==> src/common/tcc_regs.svh <==
// register offsets, field positions, reset values and codes for the timer block
// assumes an 8-bit register port with a 3-bit byte address
`ifndef TCC_REGS_SVH
`define TCC_REGS_SVH

// register offsets
`define TCC_OFS_MSC      3'h0
`define TCC_OFS_CNT_HI   3'h1
`define TCC_OFS_CNT_LO   3'h2
`define TCC_OFS_MOD_HI   3'h3
`define TCC_OFS_MOD_LO   3'h4
`define TCC_OFS_CSC      3'h5
`define TCC_OFS_CVAL_HI  3'h6
`define TCC_OFS_CVAL_LO  3'h7

// main status/control fields
`define TCC_MSC_OVF      7
`define TCC_MSC_OVFIE    6
`define TCC_MSC_CPWM     5
`define TCC_MSC_CLK_HI   4
`define TCC_MSC_CLK_LO   3
`define TCC_MSC_PS_HI    2
`define TCC_MSC_PS_LO    0

// channel status/control fields
`define TCC_CSC_FLAG     7
`define TCC_CSC_IE       6
`define TCC_CSC_MSB      5
`define TCC_CSC_MSA      4
`define TCC_CSC_ELS_HI   3
`define TCC_CSC_ELS_LO   2

// clock source codes
`define TCC_CLK_NONE     2'h0
`define TCC_CLK_BUS      2'h1
`define TCC_CLK_FIXED    2'h2
`define TCC_CLK_EXT      2'h3

// edge/level codes
`define TCC_ELS_OFF      2'h0
`define TCC_ELS_01       2'h1
`define TCC_ELS_10       2'h2
`define TCC_ELS_11       2'h3

// reset and special values
`define TCC_ZERO16       16'h0000
`define TCC_FULL16       16'hffff
`define TCC_ZERO8        8'h00
`define TCC_ONE16        16'h0001

`endif

==> src/common/tcc_pkg.sv <==
// types shared by the timer block
// assumes nothing beyond the register header
package tcc_pkg;

	// channel operating mode decoded from the channel mode bits and the main control CPWM bit
	typedef enum logic [1:0] {
		TCC_MODE_CAPTURE,
		TCC_MODE_COMPARE,
		TCC_MODE_EPWM,
		TCC_MODE_CENTER
	} tcc_mode_e;

endpackage

==> src/design/tcc_timer.sv <==
// 16-bit timer with one channel, reached over a plain byte register port
// assumes one 40 MHz clock; the fixed, external and channel pins are asynchronous
//
// What this block does
// - clock select: stop, bus, fixed, external
// - prescaler divides by one to 128
// - counter byte read latches coherent 16-bit copy
// - reset or control write unlatches counter copy
// - counter byte write clears counter and latch
// - debug halt freezes counter and read latch
// - halt writes still unlatch counter copy
// - at modulo restart zero, set overflow
// - half-written modulo suppresses overflow flag
// - modulo resets zero, zero means free-run
// - stopped clock loads modulo on second byte
// - running loads modulo at period end
// - control write resets modulo write latch
// - halt modulo writes go straight through
// - channel flag on edge or match
// - channel interrupt is flag and enable
// - flag clears by read-then-write-zero
// - channel control bit layout
// - mode bits pick capture, compare, pwm
// - edge select picks capture edges
// - compare: none, toggle, or clear pin
// - compare select 11 sets pin
// - pwm polarity from edge select
// - overflow flag read-then-write-zero clear
//
// Chosen here: the strobed register port and the register offsets.
`timescale 1ns/100ps
`include "tcc_regs.svh"

module tcc_timer (
	// clock and reset
	input  wire logic       clk_i,
	input  wire logic       reset_i,
	// register port
	input  wire logic [2:0] addr_i,
	input  wire logic [7:0] wdata_i,
	input  wire logic       write_i,
	input  wire logic       read_i,
	output logic      [7:0] rdata_o,
	// debug halt, same clock domain
	input  wire logic       debug_halt_i,
	// asynchronous clock pins
	input  wire logic       fixed_clk_i,
	input  wire logic       ext_clk_i,
	// channel pin
	input  wire logic       chan_pin_i,
	output logic            chan_pin_o,
	output logic            chan_pin_oe_o,
	// interrupt requests
	output logic            overflow_irq_o,
	output logic            chan_irq_o
);

	// prescale mask: divide-by-2^ps means a tick every 2^ps source edges
	function automatic logic [6:0] ps_mask(input logic [2:0] ps);
		ps_mask = 7'((8'h01 << ps) - 8'h01);
	endfunction

	// state
	logic [15:0] cnt_q, cnt_d, hold_q, mod_q, mod_buf_q, cval_q;
	logic [6:0]  pre_q;
	logic [7:0]  rdata_q;
	logic        ovf_q, ovfie_q, cpwm_q, ovf_arm_q;
	logic [1:0]  clks_q;
	logic [2:0]  ps_q;
	logic        cflag_q, cie_q, cmsb_q, cmsa_q, carm_q;
	logic [1:0]  els_q;
	logic        latched_q, first_hi_q;
	logic        mwr_hi_q, mwr_lo_q, mod_rdy_q, mod_wrap_q;
	logic        fx_s1_q, fx_s2_q, fx_p_q, ex_s1_q, ex_s2_q, ex_p_q;
	logic        pn_s1_q, pn_s2_q, pn_p_q, pin_q, tick_q;

	// register access decode
	wire wr_msc   = write_i && addr_i == `TCC_OFS_MSC;
	wire wr_cnt   = write_i && (addr_i == `TCC_OFS_CNT_HI || addr_i == `TCC_OFS_CNT_LO);
	wire wr_modh  = write_i && addr_i == `TCC_OFS_MOD_HI;
	wire wr_modl  = write_i && addr_i == `TCC_OFS_MOD_LO;
	wire wr_csc   = write_i && addr_i == `TCC_OFS_CSC;
	wire wr_cvh   = write_i && addr_i == `TCC_OFS_CVAL_HI;
	wire wr_cvl   = write_i && addr_i == `TCC_OFS_CVAL_LO;
	wire rd_msc   = read_i && addr_i == `TCC_OFS_MSC;
	wire rd_cnth  = read_i && addr_i == `TCC_OFS_CNT_HI;
	wire rd_cntl  = read_i && addr_i == `TCC_OFS_CNT_LO;
	wire rd_csc   = read_i && addr_i == `TCC_OFS_CSC;
	wire halt     = debug_halt_i;

	// channel mode decode
	tcc_pkg::tcc_mode_e mode;
	assign mode = cpwm_q ? tcc_pkg::TCC_MODE_CENTER :
	              cmsb_q ? tcc_pkg::TCC_MODE_EPWM :
	              cmsa_q ? tcc_pkg::TCC_MODE_COMPARE : tcc_pkg::TCC_MODE_CAPTURE;

	// source tick selection; the pins are only looked at after the second flop
	wire fx_rise  = fx_s2_q && !fx_p_q;
	wire ex_rise  = ex_s2_q && !ex_p_q;
	wire src_tick = (clks_q == `TCC_CLK_BUS)   ? 1'b1 :
	                (clks_q == `TCC_CLK_FIXED) ? fx_rise :
	                (clks_q == `TCC_CLK_EXT)   ? ex_rise : 1'b0;
	wire pre_wrap = pre_q >= ps_mask(ps_q);
	wire tick     = src_tick && pre_wrap && !halt;

	// counter next value and overflow
	wire         free_run = mod_q == `TCC_ZERO16;
	wire [15:0]  top      = free_run ? `TCC_FULL16 : mod_q;
	// a swap at the old top can leave the counter above the new one; wrap it anyway
	wire         at_top   = cnt_q == top || mod_wrap_q;
	wire [15:0]  cnt_inc  = at_top ? `TCC_ZERO16 : cnt_q + `TCC_ONE16;
	assign cnt_d = wr_cnt ? `TCC_ZERO16 : tick ? cnt_inc : cnt_q;
	wire         mod_pend = mwr_hi_q ^ mwr_lo_q;
	wire         ovf_set  = tick && at_top && !mod_pend;

	// modulo write completion (outside halt only)
	wire mod_done = !halt && ((wr_modh && mwr_lo_q) || (wr_modl && mwr_hi_q));
	wire [15:0] mod_new = wr_modh ? {wdata_i, mod_buf_q[7:0]} : {mod_buf_q[15:8], wdata_i};
	wire mod_apply = mod_rdy_q && tick && cnt_inc == top;

	// channel event detection
	wire pn_rise  = pn_s2_q && !pn_p_q;
	wire pn_fall  = !pn_s2_q && pn_p_q;
	wire cap_evt  = mode == tcc_pkg::TCC_MODE_CAPTURE &&
	                ((els_q[0] && pn_rise) || (els_q[1] && pn_fall));
	wire match    = tick_q && cnt_q == cval_q;
	wire duty_edge = cval_q == `TCC_ZERO16 || cval_q > top;                  // 0% or 100%
	wire cmp_evt  = match && (mode == tcc_pkg::TCC_MODE_COMPARE ||
	                (mode == tcc_pkg::TCC_MODE_EPWM && !duty_edge));
	wire ch_set   = cap_evt || cmp_evt;

	// flag clear sequences: the set always wins over the clear
	wire ovf_clr  = wr_msc && !wdata_i[`TCC_MSC_OVF] && ovf_arm_q;
	wire ch_clr   = wr_csc && !wdata_i[`TCC_CSC_FLAG] && carm_q;

	// read mux
	wire [15:0] cnt_view = (latched_q && !halt) ? hold_q : cnt_q;
	logic [7:0] rd_mux;
	always_comb begin
		case (addr_i)
			`TCC_OFS_MSC:     rd_mux = {ovf_q, ovfie_q, cpwm_q, clks_q, ps_q};
			`TCC_OFS_CNT_HI:  rd_mux = cnt_view[15:8];
			`TCC_OFS_CNT_LO:  rd_mux = cnt_view[7:0];
			`TCC_OFS_MOD_HI:  rd_mux = mod_q[15:8];
			`TCC_OFS_MOD_LO:  rd_mux = mod_q[7:0];
			`TCC_OFS_CSC:     rd_mux = {cflag_q, cie_q, cmsb_q, cmsa_q, els_q, 2'h0};
			`TCC_OFS_CVAL_HI: rd_mux = cval_q[15:8];
			`TCC_OFS_CVAL_LO: rd_mux = cval_q[7:0];
			default:          rd_mux = `TCC_ZERO8;
		endcase
	end

	// pin outputs and requests
	assign rdata_o        = rdata_q;
	assign chan_pin_o     = pin_q;
	assign chan_pin_oe_o  = els_q != `TCC_ELS_OFF && clks_q != `TCC_CLK_NONE &&
	                        (mode == tcc_pkg::TCC_MODE_COMPARE || mode == tcc_pkg::TCC_MODE_EPWM);
	assign overflow_irq_o = ovf_q && ovfie_q;
	assign chan_irq_o     = cflag_q && cie_q;

	// synchronisers and edge history; first flops feed only the second
	always_ff @(posedge clk_i) begin
		fx_s1_q <= fixed_clk_i;
		fx_s2_q <= fx_s1_q;
		fx_p_q  <= fx_s2_q;
		ex_s1_q <= ext_clk_i;
		ex_s2_q <= ex_s1_q;
		ex_p_q  <= ex_s2_q;
		pn_s1_q <= chan_pin_i;
		pn_s2_q <= pn_s1_q;
		pn_p_q  <= pn_s2_q;
	end

	// read data, prescaler and counter
	always_ff @(posedge clk_i) begin
		if (reset_i) begin
			rdata_q <= `TCC_ZERO8;
			pre_q   <= 7'h00;
			cnt_q   <= `TCC_ZERO16;
			tick_q  <= 1'b0;
		end else begin
			rdata_q <= read_i ? rd_mux : `TCC_ZERO8;
			if (src_tick && !halt)
				pre_q <= pre_wrap ? 7'h00 : pre_q + 7'h01;
			cnt_q   <= cnt_d;
			tick_q  <= tick;
		end
	end

	// main status/control and overflow flag
	always_ff @(posedge clk_i) begin
		if (reset_i) begin
			ovf_q     <= 1'b0;
			ovf_arm_q <= 1'b0;
			ovfie_q   <= 1'b0;
			cpwm_q    <= 1'b0;
			clks_q    <= `TCC_CLK_NONE;
			ps_q      <= 3'h0;
		end else begin
			ovf_q     <= ovf_set || (ovf_q && !ovf_clr);
			ovf_arm_q <= !ovf_set && !wr_msc && (ovf_arm_q || (rd_msc && ovf_q));
			if (wr_msc) begin
				ovfie_q <= wdata_i[`TCC_MSC_OVFIE];
				cpwm_q  <= wdata_i[`TCC_MSC_CPWM];
				clks_q  <= wdata_i[`TCC_MSC_CLK_HI:`TCC_MSC_CLK_LO];
				ps_q    <= wdata_i[`TCC_MSC_PS_HI:`TCC_MSC_PS_LO];
			end
		end
	end

	// counter read coherency; frozen by halt except for unlatching writes
	always_ff @(posedge clk_i) begin
		if (reset_i) begin
			latched_q  <= 1'b0;
			first_hi_q <= 1'b0;
			hold_q     <= `TCC_ZERO16;
		end else if (wr_msc || wr_cnt) begin
			latched_q  <= 1'b0;
		end else if (!halt && (rd_cnth || rd_cntl)) begin
			if (!latched_q) begin
				latched_q  <= 1'b1;
				first_hi_q <= rd_cnth;
				hold_q     <= cnt_q;
			end else if (rd_cnth != first_hi_q) begin
				latched_q  <= 1'b0;
			end
		end
	end

	// modulo buffer and active value
	always_ff @(posedge clk_i) begin
		if (reset_i) begin
			mod_q     <= `TCC_ZERO16;
			mod_buf_q <= `TCC_ZERO16;
			mwr_hi_q  <= 1'b0;
			mwr_lo_q  <= 1'b0;
			mod_rdy_q <= 1'b0;
			mod_wrap_q <= 1'b0;
		end else if (halt && (wr_modh || wr_modl)) begin
			if (wr_modh)
				mod_q[15:8] <= wdata_i;
			else
				mod_q[7:0]  <= wdata_i;
		end else begin
			if (wr_modh || wr_modl)
				mod_buf_q <= mod_new;
			if (wr_msc) begin
				mwr_hi_q <= 1'b0;
				mwr_lo_q <= 1'b0;
			end else if (mod_done) begin
				mwr_hi_q <= 1'b0;
				mwr_lo_q <= 1'b0;
			end else begin
				mwr_hi_q <= mwr_hi_q || wr_modh;
				mwr_lo_q <= mwr_lo_q || wr_modl;
			end
			if (mod_done && clks_q == `TCC_CLK_NONE) begin
				mod_q     <= mod_new;
				mod_rdy_q <= 1'b0;
			end else if (mod_done) begin
				mod_rdy_q <= 1'b1;
			end else if (mod_apply) begin
				mod_q     <= mod_buf_q;
				mod_rdy_q <= 1'b0;
			end
			// counter sits on the old top for one tick after the swap
			if (mod_apply && !wr_cnt)
				mod_wrap_q <= 1'b1;
			else if (tick || wr_cnt)
				mod_wrap_q <= 1'b0;
		end
	end

	// channel control, flag and value
	always_ff @(posedge clk_i) begin
		if (reset_i) begin
			cflag_q <= 1'b0;
			carm_q  <= 1'b0;
			cie_q   <= 1'b0;
			cmsb_q  <= 1'b0;
			cmsa_q  <= 1'b0;
			els_q   <= `TCC_ELS_OFF;
			cval_q  <= `TCC_ZERO16;
		end else begin
			cflag_q <= ch_set || (cflag_q && !ch_clr);
			carm_q  <= !ch_set && !wr_csc && (carm_q || (rd_csc && cflag_q));
			if (wr_csc) begin
				cie_q  <= wdata_i[`TCC_CSC_IE];
				cmsb_q <= wdata_i[`TCC_CSC_MSB];
				cmsa_q <= wdata_i[`TCC_CSC_MSA];
				els_q  <= wdata_i[`TCC_CSC_ELS_HI:`TCC_CSC_ELS_LO];
			end
			if (cap_evt)
				cval_q <= cnt_q;
			else if (wr_cvh && mode != tcc_pkg::TCC_MODE_CAPTURE)
				cval_q[15:8] <= wdata_i;
			else if (wr_cvl && mode != tcc_pkg::TCC_MODE_CAPTURE)
				cval_q[7:0] <= wdata_i;
		end
	end

	// channel pin level driven while the output enable is high
	always_ff @(posedge clk_i) begin
		if (reset_i) begin
			pin_q <= 1'b0;
		end else if (mode == tcc_pkg::TCC_MODE_COMPARE && match) begin
			case (els_q)
				`TCC_ELS_01: pin_q <= !pin_q;
				`TCC_ELS_10: pin_q <= 1'b0;
				`TCC_ELS_11: pin_q <= 1'b1;
				default:     pin_q <= pin_q;
			endcase
		end else if (mode == tcc_pkg::TCC_MODE_EPWM && els_q != `TCC_ELS_OFF) begin
			if (match && !duty_edge)
				pin_q <= els_q[0];
			else if (tick_q && cnt_q == `TCC_ZERO16)
				pin_q <= cval_q == `TCC_ZERO16 ? els_q[0] : !els_q[0];
		end
	end
endmodule

==> config.mk <==
export PLATFORM = sky130hd
export DESIGN_NAME = tcc_timer
export DESIGN_NICKNAME = d
export VERILOG_FILES = /design/src/common/tcc_pkg.sv /design/src/design/tcc_timer.sv
export VERILOG_INCLUDE_DIRS = /design/src /design/src/common
export SDC_FILE = /design/constraint.sdc
export NUM_CORES = 1
export LEC_CHECK = 0
export BUFFER_PORTS_ARGS = -buffer_cell sky130_fd_sc_hd__buf_2
export CORE_MARGIN = 10
export CORE_UTILIZATION = 60
export CTS_BUF_LIST = sky130_fd_sc_hd__clkbuf_2 sky130_fd_sc_hd__clkbuf_4 sky130_fd_sc_hd__clkbuf_8
export DETAILED_ROUTE_END_ITERATION = 10
export PLACE_DENSITY = 0.77
export SKIP_CTS_REPAIR_TIMING = 1
export SLEW_MARGIN = 20
export SYNTH_ARGS = -nofsm -noshare
export SYNTH_HDL_FRONTEND = slang
export SYNTH_SLANG_ARGS = --single-unit
==> constraint.sdc <==
create_clock -name clk_i -period 6.1 [get_ports clk_i]
set_clock_uncertainty 0.05 [all_clocks]
set_input_delay 0.915 -clock clk_i [delete_from_list [all_inputs] [get_ports clk_i]]
set_output_delay 0.915 -clock clk_i [all_outputs]
set_load 0.02 [all_outputs]
# Word-level counts from Yosys, hierarchy flattened
# Cells that the tools add are included.
classes:
  add_sub_neg: 3
  mul: 0
  n_div: 0
  n_lt_le_gt_ge: 2
  eq_ne: 24
  shift: 1
  mux: 39
  bitwise_logic: 5
  n_reduce_logical: 120
ops:
  columns: ["operator", "n"]
  rows:
  - ["2-to-1 mux 16 bit", 9]
  - ["one-hot mux 8 bit (8 select lines)", 1]
  - ["logical AND 1 bit", 58]
  - ["== test 16 bit", 3]
  - ["zero test 16 bit", 3]
  - ["2-to-1 mux 8 bit", 5]
  - ["2-to-1 mux 1 bit", 20]
  - ["logical OR 1 bit", 18]
  - ["zero test 1 bit", 17]
  - ["adder 16 x 1 -> 16 bit, second input constant", 1]
  - ["> comparator 16 bit", 1]
  - ["nonzero test 2 bit", 7]
  - ["== test 3 bit, second input constant", 4]
  - ["AND reduction 3 bit", 4]
  - ["== test 2 bit, second input constant", 5]
  - ["nonzero test 3 bit", 3]
  - ["AND reduction 2 bit", 4]
  - ["adder 7 x 1 -> 7 bit, second input constant", 1]
  - [">= comparator 7 bit", 1]
  - ["2-to-1 mux 7 bit", 1]
  - ["<< shifter 1 x 3 -> 7 bit, first input constant", 1]
  - ["subtractor 7 x 1 -> 7 bit, second input constant", 1]
  - ["== test 2 x 1 -> 1 bit, second input constant", 3]
  - ["== test 3 x 2 -> 1 bit, second input constant", 2]
  - ["12 further kinds", 21]
word_totals:
  regBits: 128
  latchBits: 0
  mem_bits_rw: 0
  mem_bits_ro: 0
  out_inout_bits: 12
  word_cells: 232
  n_memories: 0

# Depth between registers and ports, before layout
logic_depth:
  ltp_word: 13
  depth_mapped: 20
  ltp_nobuf: 16

# Least setup slack after synthesis
# Ideal clock, no wire load.
synth_timing:
  path_kind: "flip-flop to flip-flop"
  startpoint: "register mod_q[10]"
  endpoint: "register pin_q, in the netlist chan_pin_o"
  arrival_time_ps: 4194
  slack_ps: 1734
  stages_incl_launch_ff: 21
  n_path_buf: 4
  period_less_slack_ps: 4366
  cell_sequence: "dfxtp_1 > buf_2 > or4_4 > or2_1 > buf_6 > nor2_1 > clkbuf_1 > buf_1 > nor2_1 > ha_1 > a21o_1 > a21o_1 > a21o_1 > a21o_1 > a21oi_1 > nor2b_1 > o41ai_1 > nor2_1 > or4_1 > nand4_1 > mux2i_1"
synth_via:
  elab_chain_cells: 9
  word_cells_on_any_way: 11
synth_rtl:
  columns: ["element", "line_no", "source"]
  rows:
  - ["start, declared", "tcc_timer.sv:64", "logic [15:0] cnt_q, cnt_d, hold_q, mod_q, mod_buf_q, cval_q;"]
  - ["start signal, assigned", "tcc_timer.sv:233", "mod_q <= `TCC_ZERO16;"]
  - ["start signal, assigned", "tcc_timer.sv:241", "mod_q[15:8] <= wdata_i;"]
  - ["start signal, assigned", "tcc_timer.sv:258", "mod_q <= mod_new;"]
  - ["zero test 16 bit (no line)", null, null]
  - ["2-to-1 mux 16 bit (*)", "tcc_timer.sv:108", "wire [15:0] top = free_run ? `TCC_FULL16 : mod_q;"]
  - ["> comparator 16 bit (*)", "tcc_timer.sv:127", "wire duty_edge = cval_q == `TCC_ZERO16 || cval_q > top;"]
  - ["logical OR 1 bit (*)", "tcc_timer.sv:127", null]
  - ["zero test 1 bit (*)", "tcc_timer.sv:314", "if (match && !duty_edge)"]
  - ["logical AND 1 bit (*)", "tcc_timer.sv:314", null]
  - ["2-to-1 mux 1 bit", "tcc_timer.sv:314", null]
  - ["2-to-1 mux 1 bit", "tcc_timer.sv:313", "end else if (mode == tcc_pkg::TCC_MODE_EPWM && els_q != `TCC_ELS_OFF) begin"]
  - ["2-to-1 mux 1 bit", "tcc_timer.sv:306", "end else if (mode == tcc_pkg::TCC_MODE_COMPARE && match) begin"]
  - ["end signal, assigned", "tcc_timer.sv:308", "`TCC_ELS_01: pin_q <= !pin_q;"]
  - ["end signal, assigned", "tcc_timer.sv:315", "pin_q <= els_q[0];"]
  - ["end signal, assigned", "tcc_timer.sv:317", "pin_q <= cval_q == `TCC_ZERO16 ? els_q[0] : !els_q[0];"]
  - ["end, declared", "tcc_timer.sv:75", "logic pn_s1_q, pn_s2_q, pn_p_q, pin_q, tick_q;"]
# Every way passes the cells marked *; elsewhere a longest branch is shown, timed or not. The select of a mux whose other input is x is not followed.
# A chain may end at the register's enable or synchronous reset.

# Worst setup path after layout
layout_timing:
  startpoint: "register cnt_q[3]"
  endpoint: "register mod_q[0]"
layout_via:
  elab_chain_cells: 7
  word_cells_on_any_way: 8
layout_rtl:
  columns: ["element", "line_no", "source"]
  rows:
  - ["start, declared", "tcc_timer.sv:64", null]
  - ["start signal, assigned", "tcc_timer.sv:179", "cnt_q <= `TCC_ZERO16;"]
  - ["start signal, assigned", "tcc_timer.sv:185", "cnt_q <= cnt_d;"]
  - ["parallel branches: the longest is 2 deep, another holds adder 16 x 1 -> 16 bit", null, null]
  - ["2-to-1 mux 16 bit (no line) (*)", null, null]
  - ["== test 16 bit (*)", "tcc_timer.sv:119", "wire mod_apply = mod_rdy_q && tick && cnt_inc == top;"]
  - ["logical AND 1 bit (*)", "tcc_timer.sv:119", null]
  - ["nonzero test 3 bit (no line) (*)", null, null]
  - ["AND reduction 3 bit (no line) (*)", null, null]
  - ["end signal, assigned", "tcc_timer.sv:233", null]
  - ["end signal, assigned", "tcc_timer.sv:243", "mod_q[7:0] <= wdata_i;"]
  - ["end signal, assigned", "tcc_timer.sv:258", null]
# Mark *: on every way between the ends.

==> results.sh <==
export IMPL_ant_nets=0
export IMPL_nNetsFinal=1078
export IMPL_synth_cell_type_count=66
export IMPL_numCtsBuffers=17
export IMPL_wl_per_cell_um=21.7
export IMPL_intPower_uw=1310
export IMPL_start_util=0.606
export IMPL_placementRows=42
export IMPL_grt_ovfl_total=0
export IMPL_p_total_uw=1880
export IMPL_port_buffers=30
export IMPL_multiInputGateArea_mm2=0.00499
export IMPL_synth_top_family_by_area="simple AND/OR/NAND/NOR gates"
export IMPL_combPwrFrac=0.140
export IMPL_synth_xor_area_share=0.0502
export IMPL_die_w_um=135
export IMPL_drive_above_1_share=0.0853
export IMPL_critPathRequiredTime_ps=6420
export IMPL_syn_nets=1094
export IMPL_syn_area_per_cell_um2=7.61
export IMPL_power_density_mw_per_mm2=221
export IMPL_vias=7941
export IMPL_clock_latency_ps=460
export IMPL_syn_area_mm2=0.00796
export IMPL_hold_violations=0
export IMPL_ys_flop_type="dfxtp_1"
export IMPL_final_common_cell="nand2_1"
export IMPL_synth_seq_cells=128
export IMPL_seqPwrFrac=0.459
export IMPL_startpoint_type="flop"
export IMPL_layout_setup_ws_ps=1210
export IMPL_rsz0062_at_grt="no"
export IMPL_cts_sinks=128
export IMPL_min_period_ps=4890
export IMPL_gp_congestion=1.04
export IMPL_final_cell_mix="nand2_1 (147), nor2_1 (130), dfxtp_1 (128)"
export IMPL_synthMuxAreaShare=0.0712
export IMPL_clockRootBuffer="clkbuf_8"
export IMPL_swShare=0.304
export IMPL_grt_first_pass_wirelength_um=41300
export IMPL_drt_iter0_markers=1191
export IMPL_crit_path_max_fanout=25
export IMPL_synth_simple_gate_area_share=0.257
export IMPL_htreeDepth=4
export IMPL_fin_setup_tns_ps=0
export IMPL_hold_path_class="flop to flop"
export IMPL_ys_warn_count=0
export IMPL_grt_pass1_vias=7216
export IMPL_period_share=0.801
export IMPL_pin_count=31
export IMPL_ys_seq_area_frac=0.322
export IMPL_maxCapViolCount=0
export IMPL_fmax_mhz=205
export IMPL_outcome="finished, final reports clean"
export IMPL_grt_max_degree=81
export IMPL_utilization=0.649
export IMPL_critPathArrivalTime_ps=5200
export IMPL_post_drt_via_cell_ratio=6.51
export IMPL_crit_type="flop to flop"
export IMPL_setup_violations=0
export IMPL_synth_compound_area_share=0.202
export IMPL_grt_antenna_before_repair=0
export IMPL_areaGrowthSynthToFinish_pct=7.11
export IMPL_cts_clk_slew_worst_paths_ps=90
export IMPL_p_switching_uw=572
export IMPL_regArea_mm2=0.00256
export IMPL_p_leak_uw=0.00310
export IMPL_die_area_mm2=0.0183
export IMPL_holdWs_ps=278
export IMPL_cts_tree="yes"
export IMPL_synth_fa_ha_area_frac=0.0456
export IMPL_dpl_worst_slack_ps=1330
export IMPL_cts_buffer_depth=2
export IMPL_async_flop_share=0
export IMPL_cp_end_kind="flop"
export IMPL_drc=0
export IMPL_wl_um=26400
export IMPL_timing_slew_headroom=0.255
export IMPL_tightest_slew_ps=1110
export IMPL_synth_edff_count=0
export IMPL_synth_cells=1046
export IMPL_dr_pass1_iters=5
export IMPL_irDropWorstVdd_mv=0.235
export IMPL_fill_cells=1176
export IMPL_design_core_area_mm2=0.0131
export IMPL_die_y_um=135
export IMPL_diodes=0
export IMPL_grt_usage=0.286
export IMPL_share_clk_of_total_power=0.401
export IMPL_hpwl_um=18500
export IMPL_maxSlewViolCount=0
==> registers in the layout, indices dropped and copies added (netlist names), 2 cells and up <==
register,flops
cnt_q,16
ps_q,3
pre_q,7
clks_q,2
hold_q,16
rdata_o,8
els_q,2
cval_q,16
mod_buf_q,16
mod_q,16
==> cell usage after synthesis (all sizes together) (10+ instances only) <==
cell type  number  area, µm²
nand3          20        100
mux2i          51        510
a22oi          17        128
inv            30        113
nand2b         12       75.1
nor3           29        145
ha             29        363
dfxtp         128       2560
xnor2          30        263
nand4          15       93.8
xor2           13        114
nand3b         10       75.1
clkbuf         59        221
nand2         147        552
o21ai          49        245
nor4           15       93.8
nor2b          23        144
buf            17       80.1
a21oi          83        415
a31oi          12       75.1
nor2          130        488
a211oi         15        113
==> cell type report <==
type	count	share of cell area
clock inverter	14	0.0184
sequential	128	0.301
multi-input combinational	812	0.586
tap	176	0.0258
timing repair buffer	41	0.0273
clock buffer	18	0.0283
inverter	30	0.0132
==> logic make-up after synthesis <==
kind of cell | after synthesis
xor+xnor | 44
fa+ha+maj | 29
mux | 56
buf+inv | 106
compound gates | 246
simple gates | 437
flops | 128
==> power by group through the flow <==
stage,Combinational (µW),Clock [µW],Sequential (µW)
detailed placement,252,0,882
CTS,254,756,862
finish,263,754,863
global placement,250,0,881
floorplan,185,0,877
global route,286,792,864
==> routing by layer <==
layer | wire, µm | track usage
met5 | 0 | 0
met4 | 1230 | 0.144
met3 | 2480 | 0.0634
met2 | 11600 | 0.424
met1 | 11100 | 0.384
==> worst max-delay path: stages (launching register included) <==
cell and delay [ps]:
dfxtp_1 720, nor2b_1 100, a2111oi_0 340, or4bb_1 560, nor4_1 320, and4_1 330, or2_1 810, nor2_1 110
o32ai_1 450, nand4b_4 270, a211o_1 440, a211oi_1 290
==> path summary, 6_finish.rpt <==
path | from | end | slack, ps | depth (start not counted)
setup / recovery | cnt_q[3] | mod_q[0] | 1210 | 11
hold / removal | fx_s1_q | fx_s2_q | 280 | 0
setup reg to reg | cnt_q[3] | mod_q[0] | 1210 | 11
hold reg to reg | fx_s1_q | fx_s2_q | 280 | 0
==> stage by stage <==
| step | instances | instance area, µm² |
|---|---|---|
| finish | 1219 | 8520 |
| global route | 1219 | 8520 |
| CTS | 1219 | 8510 |
| detailed placement | 1187 | 8120 |
| global placement | 1187 | 8120 |
| floorplan | 1046 | 7960 |
Power figures use the tool's default switching activity.
